==> config.mk <==
export PLATFORM = sky130hd
export DESIGN_NAME = psw_top
export DESIGN_NICKNAME = d
export VERILOG_FILES = /design/src/core/psw_pkg.sv /design/src/core/psw_top.sv /design/src/core/psw_wd_timer.sv
export SDC_FILE = /design/constraint.sdc
export NUM_CORES = 1
export LEC_CHECK = 0
export ABC_CLOCK_PERIOD_IN_PS = 16110
export BUFFER_PORTS_ARGS = -buffer_cell sky130_fd_sc_hd__buf_2
export CORE_MARGIN = 2
export CORE_UTILIZATION = 45
export CTS_CLUSTER_DIAMETER = 50
export DETAILED_ROUTE_END_ITERATION = 12
export PLACE_DENSITY = 0.72
export SLEW_MARGIN = 20
export SYNTH_ARGS = -nofsm -noshare
export SYNTH_HDL_FRONTEND = slang
export SYNTH_HIERARCHICAL = 1
export SYNTH_SLANG_ARGS = --single-unit
==> constraint.sdc <==
create_clock -name clock -period 16.11 [get_ports clock]
set_input_delay 0.8055 -clock clock [delete_from_list [all_inputs] [get_ports clock]]
set_output_delay 0.8055 -clock clock [all_outputs]
set_load 0.02 [all_outputs]
==> src/core/psw_pkg.sv <==
// Constants, types and decode helpers for the power-state supervisor with watchdog.
// Assumes a single 100 MHz clock domain; all cycle counts derive from it here.
package psw_pkg;

  // ==========================================================================
  // Timing
  // ==========================================================================
  localparam int CLK_HZ          = 100_000_000;
  localparam int POR_QUAL_NS     = 20_000;
  localparam int POR_QUAL_CYC    = (POR_QUAL_NS * (CLK_HZ / 1_000_000) + 999) / 1000;
  localparam int WD_TICK_MS      = 10;
  localparam int WD_TICK_CYC     = WD_TICK_MS * (CLK_HZ / 1000);
  localparam int RESET_PULSE_MS  = 20;
  localparam int RESET_PULSE_CYC = RESET_PULSE_MS * (CLK_HZ / 1000);

  // ==========================================================================
  // Serial frame
  // ==========================================================================
  localparam int FRAME_BITS = 16;

  typedef struct packed {
    logic       wr;
    logic [6:0] addr;
    logic [7:0] data;
  } psw_frame_t;

  // ==========================================================================
  // Register indices
  // ==========================================================================
  localparam logic [6:0] ADDR_CTRL1    = 7'h01;
  localparam logic [6:0] ADDR_WD_CFG   = 7'h02;
  localparam logic [6:0] ADDR_WD_CTRL  = 7'h03;
  localparam logic [6:0] ADDR_OUT_CTRL = 7'h04;
  localparam logic [6:0] ADDR_STATUS   = 7'h05;
  localparam logic [6:0] ADDR_SYS      = 7'h06;

  // ==========================================================================
  // Field positions and reset values
  // ==========================================================================
  localparam int CTRL1_SOFT_RESET_BIT = 0;
  localparam int CTRL1_POWER_HOLD_BIT = 1;
  localparam int CTRL1_SELF_TEST_BIT  = 6;
  localparam int WD_ENABLE_BIT        = 7;
  localparam int WD_REFRESH_BIT       = 7;
  localparam int STATUS_SPI_ERR_BIT   = 7;
  localparam int RELAY2_IDX           = 7;

  localparam logic [7:0] CTRL1_RESET    = 8'h00;
  localparam logic [7:0] WD_CFG_RESET   = 8'hca;
  localparam logic [7:0] WD_CTRL_RESET  = 8'h00;
  localparam logic [7:0] OUT_CTRL_RESET = 8'h00;
  localparam logic [7:0] STATUS_RESET   = 8'h00;
  localparam logic [7:0] RELAY2_MASK    = 8'h80;

  // ==========================================================================
  // States and supply group
  // ==========================================================================
  typedef enum logic [1:0] {
    PSW_SLEEP,
    PSW_QUALIFY,
    PSW_NORMAL,
    PSW_SHUTDOWN
  } psw_state_t;

  typedef struct packed {
    logic vpp;
    logic vcc;
    logic vprot;
  } psw_supply_t;

  // ==========================================================================
  // Helpers
  // ==========================================================================
  // Interval in 10 ms ticks: digit 1..10 times the largest selected multiplier
  function automatic logic [9:0] wd_ticks(input logic [6:0] field);
    logic [9:0] digit;
    digit = {6'h00, field[3:0]};
    if (field[3:0] == 4'h0) digit = 10'h001;
    else if (field[3:0] > 4'ha) digit = 10'h00a;
    if (field[6])      wd_ticks = 10'(digit * 10'd100);
    else if (field[5]) wd_ticks = 10'(digit * 10'd10);
    else               wd_ticks = digit;
  endfunction : wd_ticks

  function automatic logic addr_ok(input logic [6:0] addr);
    addr_ok = (addr >= ADDR_CTRL1) && (addr <= ADDR_SYS);
  endfunction : addr_ok

endpackage : psw_pkg

==> src/core/psw_top.sv <==
// Power-state supervisor: sleep/normal tracking, power-on reset, serial registers,
// self-test of the status register and watchdog driving the MCU reset pin.
// Assumes all pin inputs are asynchronous to clock and are synchronised here.
module psw_top
  import psw_pkg::*;
#(
  parameter int unsigned TICK_CYC  = WD_TICK_CYC,
  parameter int unsigned PULSE_CYC = RESET_PULSE_CYC
) (
  // Clock and reset
  input  wire logic        clock,
  input  wire logic        rst_n,
  // Power pins
  input  wire logic        keySwitchInput,
  input  wire logic        vccUndervoltage,
  input  wire logic        mainSupplyOvervoltage,
  // Serial port
  input  wire logic        spiClk,
  input  wire logic        spiCsN,
  input  wire logic        spiDataIn,
  output logic             spiDataOut,
  output logic             spiDataOutOe,
  // Output requests and faults
  input  wire logic [7:0]  parallelInput,
  input  wire logic [6:0]  faultInput,
  // Driven outputs
  output logic [7:0]       outputEnable,
  output psw_supply_t      supplyEnable,
  output logic             batterySwitchOutput,
  output logic             openLoadSinkEnable,
  // MCU reset, open drain
  output logic             mcuResetOutput,
  output logic             mcuResetOutputOe
);

  // ==========================================================================
  // Reset release and input synchronisers
  // ==========================================================================
  logic rstMeta;
  logic rstN;

  always_ff @(posedge clock or negedge rst_n) begin
    if (!rst_n) begin
      rstMeta <= 1'b0;
      rstN    <= 1'b0;
    end else begin
      rstMeta <= 1'b1;
      rstN    <= rstMeta;
    end
  end

  logic [20:0] pinMeta;
  logic [20:0] pinSync;
  logic        keyS;
  logic        sclkS;
  logic        csNS;
  logic        siS;
  logic        vccUvS;
  logic        vpwrOvS;
  logic [7:0]  parS;
  logic [6:0]  faultS;

  always_ff @(posedge clock or negedge rstN) begin
    if (!rstN) begin
      pinMeta <= 21'h000004;
      pinSync <= 21'h000004;
    end else begin
      pinMeta <= {faultInput, parallelInput, mainSupplyOvervoltage, vccUndervoltage,
                  keySwitchInput, spiCsN, spiClk, spiDataIn};
      pinSync <= pinMeta;
    end
  end

  assign {faultS, parS, vpwrOvS, vccUvS, keyS, csNS, sclkS, siS} = pinSync;

  // ==========================================================================
  // Power state machine
  // ==========================================================================
  psw_state_t  state;
  logic [15:0] qualCnt;
  logic        porPulse;
  logic [7:0]  ctrl1;
  logic        powerHold;

  assign powerHold = ctrl1[CTRL1_POWER_HOLD_BIT];

  always_ff @(posedge clock or negedge rstN) begin
    if (!rstN) begin
      state    <= PSW_SLEEP;
      qualCnt  <= 16'h0000;
      porPulse <= 1'b0;
    end else begin
      porPulse <= 1'b0;
      unique case (state)
        PSW_SLEEP: begin
          qualCnt <= 16'h0000;
          if (keyS) begin
            state <= PSW_QUALIFY;
          end
        end
        PSW_QUALIFY: begin
          if (!keyS) begin
            state <= PSW_SLEEP;
          end else if (qualCnt == 16'(POR_QUAL_CYC - 1)) begin
            state    <= PSW_NORMAL;
            porPulse <= 1'b1;
          end else begin
            qualCnt <= qualCnt + 16'h0001;
          end
        end
        PSW_NORMAL: begin
          if (!keyS) begin
            state <= powerHold ? PSW_SHUTDOWN : PSW_SLEEP;
          end
        end
        PSW_SHUTDOWN: begin
          if (keyS) begin
            state <= PSW_NORMAL;
          end else if (!powerHold) begin
            state <= PSW_SLEEP;
          end
        end
      endcase
    end
  end

  // ==========================================================================
  // Serial slave: 16-bit frames, write flag, 7-bit index, 8-bit data
  // ==========================================================================
  logic        sclkPrev;
  logic        csNPrev;
  logic [15:0] shiftIn;
  logic [15:0] shiftOut;
  logic [15:0] respWord;
  logic [4:0]  bitCnt;
  psw_frame_t  frame;
  logic        frameValid;
  logic        spiErr;
  logic [7:0]  readData;
  logic        wrStrobe;

  assign frame    = psw_frame_t'(shiftIn);
  assign wrStrobe = frameValid && frame.wr;

  always_ff @(posedge clock or negedge rstN) begin
    if (!rstN) begin
      sclkPrev     <= 1'b0;
      csNPrev      <= 1'b1;
      shiftIn      <= 16'h0000;
      shiftOut     <= 16'h0000;
      bitCnt       <= 5'h00;
      spiDataOut   <= 1'b0;
      spiDataOutOe <= 1'b0;
    end else begin
      sclkPrev     <= sclkS;
      csNPrev      <= csNS;
      spiDataOutOe <= !csNS;
      if (csNPrev && !csNS) begin
        bitCnt     <= 5'h00;
        shiftOut   <= respWord;
        spiDataOut <= respWord[15];
      end else if (!csNS && !sclkPrev && sclkS) begin
        shiftIn <= {shiftIn[14:0], siS};
        if (bitCnt != 5'h1f) begin
          bitCnt <= bitCnt + 5'h01;
        end
      end else if (!csNS && sclkPrev && !sclkS) begin
        shiftOut   <= {shiftOut[14:0], 1'b0};
        spiDataOut <= shiftOut[14];
      end
    end
  end

  always_ff @(posedge clock or negedge rstN) begin
    if (!rstN) begin
      frameValid <= 1'b0;
      spiErr     <= 1'b0;
    end else begin
      frameValid <= 1'b0;
      spiErr     <= 1'b0;
      if (!csNPrev && csNS) begin
        if (bitCnt == 5'(FRAME_BITS) && addr_ok(shiftIn[14:8])) begin
          frameValid <= 1'b1;
        end else begin
          spiErr <= 1'b1;
        end
      end
    end
  end

  // ==========================================================================
  // Reset pulse generator and register default strobes
  // ==========================================================================
  logic        resetActive;
  logic [31:0] pulseCnt;
  logic        wdExpired;
  logic        pulseStart;
  logic        pulseEnd;
  logic        softReset;
  logic        regDefault;

  assign pulseStart = porPulse || wdExpired || vccUvS || vpwrOvS;
  assign pulseEnd   = resetActive && pulseCnt == 32'(PULSE_CYC - 1) && !pulseStart;
  assign regDefault = porPulse || softReset;

  always_ff @(posedge clock or negedge rstN) begin
    if (!rstN) begin
      resetActive <= 1'b1;
      pulseCnt    <= 32'h00000000;
    end else if (state == PSW_SLEEP || state == PSW_QUALIFY || pulseStart) begin
      resetActive <= 1'b1;
      pulseCnt    <= 32'h00000000;
    end else if (pulseEnd) begin
      resetActive <= 1'b0;
    end else if (resetActive) begin
      pulseCnt <= pulseCnt + 32'h00000001;
    end
  end

  always_ff @(posedge clock or negedge rstN) begin
    if (!rstN) begin
      softReset <= 1'b0;
    end else begin
      softReset <= wrStrobe && frame.addr == ADDR_CTRL1 &&
                   frame.data[CTRL1_SOFT_RESET_BIT];
    end
  end

  // ==========================================================================
  // Control and output registers
  // ==========================================================================
  logic [7:0] outCtrl;

  always_ff @(posedge clock or negedge rstN) begin
    if (!rstN) begin
      ctrl1 <= CTRL1_RESET;
    end else if (regDefault) begin
      ctrl1 <= CTRL1_RESET;
    end else if (pulseStart) begin
      ctrl1[CTRL1_SELF_TEST_BIT] <= 1'b0;
    end else if (wrStrobe && frame.addr == ADDR_CTRL1) begin
      ctrl1 <= frame.data;
    end
  end

  always_ff @(posedge clock or negedge rstN) begin
    if (!rstN) begin
      outCtrl <= OUT_CTRL_RESET;
    end else if (regDefault) begin
      outCtrl <= OUT_CTRL_RESET;
    end else if (wrStrobe && frame.addr == ADDR_OUT_CTRL) begin
      outCtrl <= frame.data;
    end
  end

  // ==========================================================================
  // Status register and self-test
  // ==========================================================================
  logic [7:0] status;
  logic       selfTest;
  logic       selfTestPrev;
  logic       statusWr;

  assign selfTest = ctrl1[CTRL1_SELF_TEST_BIT];
  assign statusWr = wrStrobe && frame.addr == ADDR_STATUS;

  always_ff @(posedge clock or negedge rstN) begin
    if (!rstN) begin
      selfTestPrev <= 1'b0;
      status       <= STATUS_RESET;
    end else begin
      selfTestPrev <= selfTest;
      if (regDefault || (selfTestPrev && !selfTest)) begin
        status <= STATUS_RESET;
      end else if (selfTest) begin
        if (statusWr) begin
          status <= frame.data;
        end
      end else begin
        status <= (statusWr ? (status & frame.data) : status) |
                  {spiErr, faultS};
      end
    end
  end

  // ==========================================================================
  // Watchdog registers and timer
  // ==========================================================================
  logic [7:0] wdCfg;
  logic [7:0] wdCtrl;
  logic       wdCtrlWr;
  logic       refresh;
  logic       wdReload;
  logic [6:0] tempField;
  logic [9:0] loadTicks;
  logic       tick;
  logic [31:0] tickCnt;

  assign wdCtrlWr  = wrStrobe && frame.addr == ADDR_WD_CTRL;
  assign refresh   = wdCtrlWr && frame.data[WD_REFRESH_BIT];
  assign wdReload  = refresh || pulseEnd || regDefault;
  assign tempField = (wdCtrlWr && frame.data[6:0] != 7'h00) ? frame.data[6:0] : wdCtrl[6:0];
  assign loadTicks = (tempField != 7'h00) ? wd_ticks(tempField)
                                          : wd_ticks(wdCfg[6:0]);

  always_ff @(posedge clock or negedge rstN) begin
    if (!rstN) begin
      wdCfg <= WD_CFG_RESET;
    end else if (regDefault || pulseStart) begin
      wdCfg <= WD_CFG_RESET;
    end else if (wrStrobe && frame.addr == ADDR_WD_CFG) begin
      wdCfg <= frame.data;
    end
  end

  always_ff @(posedge clock or negedge rstN) begin
    if (!rstN) begin
      wdCtrl <= WD_CTRL_RESET;
    end else if (regDefault || wdReload) begin
      wdCtrl <= WD_CTRL_RESET;
    end else if (wdCtrlWr) begin
      wdCtrl <= frame.data;
    end
  end

  always_ff @(posedge clock or negedge rstN) begin
    if (!rstN) begin
      tickCnt <= 32'h00000000;
      tick    <= 1'b0;
    end else begin
      tick <= 1'b0;
      if (wdReload || tickCnt == 32'(TICK_CYC - 1)) begin
        tickCnt <= 32'h00000000;
        tick    <= !wdReload;
      end else begin
        tickCnt <= tickCnt + 32'h00000001;
      end
    end
  end

  psw_wd_timer u_wd_timer (
    .clock     (clock),
    .rstN      (rstN),
    .tick      (tick),
    .enable    (wdCfg[WD_ENABLE_BIT] && !resetActive),
    .reload    (wdReload),
    .loadTicks (loadTicks),
    .expired   (wdExpired)
  );

  // ==========================================================================
  // Read-back for the next frame's answer
  // ==========================================================================
  always_comb begin
    readData = 8'h00;
    unique case (frame.addr)
      ADDR_CTRL1:    readData = ctrl1;
      ADDR_WD_CFG:   readData = wdCfg;
      ADDR_WD_CTRL:  readData = wdCtrl;
      ADDR_OUT_CTRL: readData = outCtrl;
      ADDR_STATUS:   readData = status;
      ADDR_SYS:      readData = {5'h00, resetActive, 2'(state)};
      default:       readData = 8'h00;
    endcase
  end

  always_ff @(posedge clock or negedge rstN) begin
    if (!rstN) begin
      respWord <= 16'h0000;
    end else if (frameValid) begin
      respWord <= {1'b0, frame.addr, readData};
    end
  end

  // ==========================================================================
  // Pin drivers
  // ==========================================================================
  always_ff @(posedge clock or negedge rstN) begin
    if (!rstN) begin
      outputEnable        <= 8'h00;
      supplyEnable        <= '0;
      batterySwitchOutput <= 1'b0;
      openLoadSinkEnable  <= 1'b0;
      mcuResetOutput      <= 1'b0;
      mcuResetOutputOe    <= 1'b1;
    end else begin
      mcuResetOutput   <= 1'b0;
      mcuResetOutputOe <= resetActive;
      if (resetActive || state == PSW_SLEEP || state == PSW_QUALIFY) begin
        outputEnable <= 8'h00;
      end else if (state == PSW_SHUTDOWN) begin
        outputEnable <= (outCtrl | parS) & RELAY2_MASK;
      end else begin
        outputEnable <= outCtrl | parS;
      end
      supplyEnable        <= (state == PSW_SLEEP) ? 3'b000 : 3'b111;
      batterySwitchOutput <= (state == PSW_NORMAL);
      openLoadSinkEnable  <= (state != PSW_SLEEP);
    end
  end

endmodule : psw_top

==> src/core/psw_wd_timer.sv <==
// Watchdog down-counter clocked by a 10 ms tick strobe.
// Assumes reload, tick and enable come from logic on the same clock.
module psw_wd_timer
  import psw_pkg::*;
(
  // Clock and reset
  input  wire logic       clock,
  input  wire logic       rstN,
  // Control
  input  wire logic       tick,
  input  wire logic       enable,
  input  wire logic       reload,
  input  wire logic [9:0] loadTicks,
  // Result
  output logic            expired
);

  logic [9:0] count;

  // ==========================================================================
  // Countdown
  // ==========================================================================
  always_ff @(posedge clock or negedge rstN) begin
    if (!rstN) begin
      count   <= 10'h000;
      expired <= 1'b0;
    end else begin
      expired <= 1'b0;
      if (reload) begin
        count <= loadTicks;
      end else if (enable && tick && count != 10'h000) begin
        count <= count - 10'h001;
        if (count == 10'h001) begin
          expired <= 1'b1;
        end
      end
    end
  end

endmodule : psw_wd_timer

## Word level (Yosys, flattened, before mapping)

Index checks and enable logic that the tools add are counted.

| storage, ports and cells | value |
|---|---|
| bits in read-only memories | 0 |
| output and inout bits | 17 |
| memories | 0 |
| flip-flop bits (word level) | 253 |
| bits in latches | 0 |
| input bits | 23 |
| logic and storage cells | 219 |
| RAM bits | 0 |

| cells by class | value |
|---|---|
| div/mod/pow operators | 0 |
| equal/unequal tests | 25 |
| bitwise operators | 4 |
| magnitude comparators | 4 |
| multiplexer cells | 68 |
| $mul | 4 |
| add/subtract/negate cells | 5 |
| shift-type cells | 0 |
| reductions and logical operators | 71 |

Operators with widths:

| cell | number |
|---|---|
| 2-to-1 mux 32 bit | 4 |
| 2-to-1 mux 8 bit | 13 |
| 2-to-1 mux 10 bit | 7 |
| adder 32 x 1 -> 32 bit (second input constant) | 2 |
| one-hot mux 8 bit (6 select lines) | 1 |
| 2-to-1 mux 15 bit | 3 |
| equality test 32 x 20 -> 1 bit (second input constant) | 1 |
| equality test 32 x 21 -> 1 bit (second input constant) | 1 |
| 2-to-1 mux 16 bit | 2 |
| one-hot mux 16 bit (2 select lines) | 1 |
| nonzero test 2 bit | 12 |
| logical AND 1 bit | 23 |
| equality test 7 x 3 -> 1 bit (second input constant) | 3 |
| multiplier 10 x 3 -> 9 bit (second input constant) | 2 |
| multiplier 10 x 5 -> 8 bit (second input constant) | 2 |
| 2-to-1 mux 1 bit | 18 |
| adder 16 x 1 -> 16 bit (second input constant) | 1 |
| equality test 16 x 11 -> 1 bit (second input constant) | 1 |
| 2-to-1 mux 4 bit | 4 |
| bitwise OR 8 bit | 2 |
| 2-to-1 mux 5 bit | 3 |
| equality test 7 x 2 -> 1 bit (second input constant) | 2 |
| logical OR 1 bit | 14 |
| 2-to-1 mux 2 bit | 7 |
| 30 further kinds | 52 |

## Depth between registers and ports, before layout

| logic depth | value |
|---|---|
| depth in word-level cells | 12 |
| gate-level depth with buffers | 16 |
| depth with buffers taken out | 13 |

## Hierarchy

The synthesis kept the hierarchy.

Modules (own cells, without submodules):

| module | times used | seq. area each (um^2) | area each (um^2) | cells each |
|---|---|---|---|---|
| psw_top | 1 | 5,992.0 | 11,905.2 | 1,151 |
| psw_wd_timer | 1 | 275.3 | 728.2 | 77 |

## Least setup slack after synthesis

Ideal clock, no wire load.

| timing path | value |
|---|---|
| kind | register to register |
| start | register shiftIn[3] (netlist: frame[3]) |
| end | register u_wd_timer.count[6] |
| library setup time | 0.131 ns |
| path buffers | 2 |
| path slack | 12.586 ns |
| required time | 15.979 ns |
| arrival time | 3.393 ns |
| clock period less this slack | 3.524 ns |
| cell stages (with the launch flop) | 15 |
| path through | dfrtp_1 > bufbuf_16 > or4_1 > buf_2 > nor4_4 > nor2_1 > o21ai_0 > ha_1 > ha_1 > fa_1 > xnor2_1 > o22ai_1 > a221o_1 > nand2_1 > o21ai_1 |

| between the ends | value |
|---|---|
| word-level cells in the longest chain between the ends | 11 |
| elaborated cells between the ends (all ways) | 14 |
| those cells by class | mul (2); order compare (1); mux (7); reduce/logical (4) |

Ends and longest elaborated chain:

| what | RTL line | RTL |
|---|---|---|
| start: declaration | psw_top.sv:132 | `logic [15:0] shiftIn;` |
| start signal: assignment | psw_top.sv:163 | `shiftIn <= {shiftIn[14:0], siS};` |
| nonzero test 7 bit | psw_top.sv:302 | `assign tempField = (wdCtrlWr && frame.data[6:0] != 7'h00) ? frame.data[6:0] : wdCtrl[6:0];` |
| logical AND 1 bit | psw_top.sv:302 |  |
| 2-to-1 mux 7 bit * | psw_top.sv:302 |  |
| > comparator 4 bit | psw_pkg.sv:79 | `else if (field[3:0] > 4'ha) digit = 10'h00a;` |
| 2-to-1 mux 4 bit | psw_pkg.sv:79 |  |
| 2-to-1 mux 4 bit | psw_pkg.sv:78 | `if (field[3:0] == 4'h0) digit = 10'h001;` |
| multiplier 10 x 3 -> 9 bit | psw_pkg.sv:81 | `else if (field[5]) wd_ticks = 10'(digit * 10'd10);` |
| 2-to-1 mux 10 bit | psw_pkg.sv:81 |  |
| 2-to-1 mux 10 bit | psw_pkg.sv:80 | `if (field[6]) wd_ticks = 10'(digit * 10'd100);` |
| 2-to-1 mux 10 bit * | psw_top.sv:303 | `assign loadTicks = (tempField != 7'h00) ? wd_ticks(tempField)` |
| net loadTicks[6] | psw_top.sv:295 | `logic [9:0] loadTicks;` |
| 2-to-1 mux 10 bit * | psw_wd_timer.sv:29 | `if (reload) begin` |
| end signal: assignment | psw_wd_timer.sv:30 | `count <= loadTicks;` |
| end signal: assignment | psw_wd_timer.sv:32 | `count <= count - 10'h001;` |
| end: declaration | psw_wd_timer.sv:18 | `logic [9:0] count;` |

The timed path passes the listed nets; every way through them passes the cells marked *.
A chain may end at the register's enable or synchronous reset.

## Final worst setup path

| timing path | value |
|---|---|
| start | register shiftIn[11] (netlist: frame[11]) |
| end | register u_wd_timer.count[6] |

| between the ends | value |
|---|---|
| word-level cells in the longest chain between the ends | 12 |
| elaborated cells between the ends (all ways) | 19 |
| those cells by class | mul (2); order compare (1); eq/ne (1); mux (7); reduce/logical (8) |

Ends and longest elaborated chain:

| what | RTL line | RTL |
|---|---|---|
| equality test 7 x 2 -> 1 bit * | psw_top.sv:299 | `assign wdCtrlWr = wrStrobe && frame.addr == ADDR_WD_CTRL;` |
| logical AND 1 bit * | psw_top.sv:299 |  |
| logical AND 1 bit * | psw_top.sv:302 |  |
| 2-to-1 mux 7 bit * | psw_top.sv:302 |  |
| > comparator 4 bit | psw_pkg.sv:79 |  |
| 2-to-1 mux 4 bit | psw_pkg.sv:79 |  |
| 2-to-1 mux 4 bit | psw_pkg.sv:78 |  |
| multiplier 10 x 3 -> 9 bit | psw_pkg.sv:81 |  |
| 2-to-1 mux 10 bit | psw_pkg.sv:81 |  |
| 2-to-1 mux 10 bit | psw_pkg.sv:80 |  |
| 2-to-1 mux 10 bit * | psw_top.sv:303 |  |
| net loadTicks[6] | psw_top.sv:295 |  |
| 2-to-1 mux 10 bit * | psw_wd_timer.sv:29 |  |

Marked as above.

==> Flow_metrics.wiki <==
{| class="wikitable"
! Metric !! Value
|-
| Grt met2 use || 29.4%
|-
| Portion of the clock cycle consumed by the worst path in the final layout || 24.6%
|-
| Slowest library cell on the worst path || sky130_fd_sc_hd__or4_1
|-
| Worst skew pair latency || 0.58 ns
|-
| Clock Skews || 0.0463 ns
|-
| Bufs and invs on worst path || 0
|-
| Antenna violation net count after detailed routing || 0
|-
| Startpoint type of the worst setup path || flop
|-
| Post-synthesis mux area share || 4.61%
|-
| Gate count after technology mapping || 1,228
|-
| Global routing met1 resource utilization || 27.4%
|-
| Share of cells above drive strength 1 || 13.3%
|-
| Core area || 0.0277 mm²
|-
| Adder-cell share of the synthesized area || 3.61%
|-
| Number of primary I/O pins || 40
|-
| Fraction of synthesized cell area taken by the top area cell type || 47.7%
|-
| Hold buffer count at CTS || 0
|-
| Final-report max-slew violation count || 0
|-
| Post-layout utilization of the core || 50.5%
|-
| Highest fanout seen on the critical path || 15
|-
| Die Span X || 172 µm
|-
| Met3 demand-to-capacity share in global routing || 2.97%
|-
| N_diodes || 0
|-
| Time the worst path needs with I/O delays and setup || 3.97 ns
|-
| Routed wire length per instance || 16.6 µm
|-
| Full die area || 0.0294 mm²
|-
| Final Hold Violating Endpoints || 0
|-
| Relative contribution of sequential cells to total power || 47.2%
|-
| Run status || complete, no violations
|-
| Synth Area in Simple Gates || 20.7%
|-
| F_max || 252 MHz
|-
| Min-Delay Path Class || in -> async
|-
| Number of cells on the critical path || 12
|-
| Area fraction in compound gates after synthesis || 12.5%
|-
| Share of synthesized flip-flops with an asynchronous set or reset || 100%
|-
| RSZ-0062 raised after global routing || false
|-
| Cell repeated most along the worst path || sky130_fd_sc_hd__ha_1
|-
| Largest vdd supply drop || 80.2 µV
|-
| Top cell type by total area after synthesis || sky130_fd_sc_hd__dfrtp_1
|-
| Net Sw Power || 0.000326 W
|-
| Pin count of the biggest net entering global routing || 185
|-
| Cell breakdown of the critical path || or4_1, nor3_4, o2111ai_1, and2_1, ha_1, ha_1, fa_1, xnor2_1, o22ai_1, a221o_1, nand2_1, o21ai_1
|-
| Netlist Area Pre-Place || 0.0126 mm²
|-
| Setup Crit Path Kind || reg -> reg
|-
| Number of enable-type register cells in the synthesized netlist || 0
|-
| Post-Route WL || 27,200 µm
|-
| Total number of H-tree levels || 1
|-
| Largest cells by area after synthesis || sky130_fd_sc_hd__dfrtp_1 (48%), sky130_fd_sc_hd__nor2_1 (3.8%), sky130_fd_sc_hd__nand2_1 (3.3%)
|-
| Worst flop-to-flop path endpoint || u_wd_timer/count[6]
|-
| Required time at the worst-slack endpoint || 16.52 ns
|-
| Total GRT Usage || 18.7%
|-
| Number of fill cells || 2,448
|-
| Critical path arrival || 4.38 ns
|-
| Clock slew at reported path FFs || 0.06 ns
|-
| Leakage power summed over all cells || 6.09 nW
|-
| R2r setup slk || 12.14 ns
|-
| CTS max path bufs || 3
|-
| Number of search-and-repair iterations in the first detailed-routing pass || 6
|-
| Detailed Place HPWL || 18,400 µm
|-
| # Max-Cap Violations || 0
|-
| Start point of the critical path || frame[11]
|-
| Startpoint of the worst-slack reg-to-reg timing path || frame[11]
|-
| Iter 0 DRT Violations || 740
|-
| CTS-repair resized insts || 0
|-
| Syn avg cell area || 10.3 µm²
|-
| Synthesis Warnings || 6
|-
| Sinks on Clock Net || 250
|-
| Layout Area Growth over Synthesis || 10.7%
|-
| Part of the total power dissipated in the clock network || 49.1%
|-
| Site Rows || 61
|-
| Int Pwr || 0.00108 W
|-
| Worst Setup End Kind || flop
|-
| Starting density of the core || 45.6%
|-
| NumNets Final || 1,293
|-
| Distinct cells, synth || 90
|-
| Number of global-route vias before repair || 8,788
|-
| Post-synthesis sequential element count || 250
|-
| Number of buffers inserted during clock tree synthesis || 30
|-
| Fraction of synthesized cell area in xor and xnor cells || 4.09%
|-
| Setup violators final || 0
|-
| CTS Root Buffer Type || sky130_fd_sc_hd__clkbuf_16
|-
| Portion of the post-synthesis area used by sequential elements || 49.6%
|-
| Placer congestion estimate || 0.887
|-
| Peak per-stage delay on the critical path || 0.73 ns
|-
| Cell depth of the worst flop-to-flop path || 12
|-
| Congestion Overflow GR || 0
|-
| Detailed-route vias per instance || 5.71
|-
| Initial antenna violation count || 0
|-
| Top flip-flop cell by instance count after synthesis || sky130_fd_sc_hd__dfrtp_1
|-
| Net count of the mapped netlist || 1,285
|-
| Global-route wire length before repair || 45,000 µm
|-
| TritonCTS clock tree || built
|-
| Final sum of negative setup slack || 0 ns
|-
| Main combinational cell family by area after synthesis || simple AND/OR/NAND/NOR gates
|-
| Residual DRC || 0
|-
| Power per standard cell area || 101 mW/mm²
|-
| Vert. Die Dim || 172 µm
|-
| Least-Margin Pin Slew || 1.05 ns
|-
| # port buffers || 38
|-
| Proportion of power drawn by combinational gates || 3.7%
|-
| Routing layer with the top usage in global route || met2
|-
| Total via count in the routed design || 9,354
|-
| Worst rel slew slack || 30.2%
|-
| Post-CTS repair timing setup buffer count || 0
|-
| Crit path max-delay family || simple AND/OR/NAND/NOR gates
|-
| Switching Share || 23.1%
|}
[cell usage after synthesis, types with 19 or more instances]
cell type	count
sky130_fd_sc_hd__xor2_1	39
sky130_fd_sc_hd__clkbuf_1	36
sky130_fd_sc_hd__mux2i_1	30
sky130_fd_sc_hd__xnor2_1	20
sky130_fd_sc_hd__nand4_1	29
sky130_fd_sc_hd__nor2_1	127
sky130_fd_sc_hd__mux2_2	24
sky130_fd_sc_hd__or4_1	21
sky130_fd_sc_hd__nand2_1	110
sky130_fd_sc_hd__ha_1	30
sky130_fd_sc_hd__or3_1	19
sky130_fd_sc_hd__a21oi_1	37
sky130_fd_sc_hd__o21ai_0	57
sky130_fd_sc_hd__nand3_1	46
sky130_fd_sc_hd__nor3_1	21
sky130_fd_sc_hd__inv_1	41
sky130_fd_sc_hd__dfrtp_1	241
[worst max path at each step]
stage | end | slack [ns]
floorplan | batterySwitchOutput | 8.64
global route | u_wd_timer/count[9] | 11.85
CTS | u_wd_timer/count[6] | 12.17
detailed placement | u_wd_timer/count[6] | 12.23
global placement | u_wd_timer/count[6] | 12.21
finish | u_wd_timer/count[6] | 12.14
[power groups by stage]
stage | Sequential, W | Combinational (W) | Clock (W)
3_5_place_dp | 0.000676 | 0.0000517 | 0
5_1_grt | 0.000668 | 0.0000597 | 0.000738
4_1_cts | 0.000665 | 0.0000521 | 0.000710
6_report | 0.000665 | 0.0000527 | 0.000693
2_1_floorplan | 0.000667 | 0.0000586 | 0
3_3_place_gp | 0.000675 | 0.0000522 | 0
[per-stage QoR]
stage	hold slack, ns	worst slack, ns	std cells	power, W	area, µm²
after detailed placement	0.335	12.23	1581	0.000728	12900
after floorplan	0.331	8.64	1228	0.000725	12600
after global placement	0.333	12.21	1581	0.000727	12900
final	0.0351	12.14	1638	0.00141	14000
after CTS	0.00675	12.17	1637	0.00143	14000
after global routing	0.0134	11.85	1638	0.00147	14000
[cell usage in the layout (no fill, tap or decap), drive strengths merged, types with 20 or more instances in the layout]
cell,count
o21ai,61
or4,24
ha,30
clkbuf,41
nor2,127
inv,44
dfrtp,241
buf,44
xnor2,20
nand3,46
nand2,110
a21oi,37
mux2,25
xor2,39
nor3,26
mux2i,30
nand4,29
[routing by layer]
metal	share of wire, %	wire [µm]
met4	1.4	384
met1	47	12700
met5	0	0
met3	5.9	1620
met2	46	12500
[area by class of cell]
class / instances / area, µm² / share of cell area, %
Multi-Input combinational cell: 869 / 5770 / 41.2
Clock inverter: 15 / 194 / 1.39
Timing Repair Buffer: 44 / 268 / 1.91
Clock buffer: 41 / 862 / 6.16
Tap cell: 378 / 473 / 3.38
Inverter: 41 / 154 / 1.10
Sequential cell: 250 / 6270 / 44.8
[worst reg2reg max path, cell delays in order (launching register included)]
cell and delay (ns):
sky130_fd_sc_hd__dfrtp_1 0.42, sky130_fd_sc_hd__or4_1 0.73, sky130_fd_sc_hd__nor3_4 0.59, sky130_fd_sc_hd__o2111ai_1 0.30, sky130_fd_sc_hd__and2_1 0.29, sky130_fd_sc_hd__ha_1 0.20
sky130_fd_sc_hd__ha_1 0.21, sky130_fd_sc_hd__fa_1 0.42, sky130_fd_sc_hd__xnor2_1 0.15, sky130_fd_sc_hd__o22ai_1 0.10, sky130_fd_sc_hd__a221o_1 0.27, sky130_fd_sc_hd__nand2_1 0.06
sky130_fd_sc_hd__o21ai_1 0.06
[state kept, by name (all words and copies together) (netlist names), 10 cells and up]
name,count
frame,16
pinMeta,21
pinSync,21
pulseCnt,32
qualCnt,16
respWord,15
shiftOut,15
tickCnt,32
u_wd_timer/count,10
[kinds of logic (layout without fill, tap and decap cells)]
kind of cell,Yosys count,in the layout
simple gates,490,490
buf+inv,109,141
xor+xnor,59,59
mux,55,55
compound gates,229,229
other cells,2,2
fa+ha+maj,34,34
flops,250,250
(Power assumes the default switching activity.)
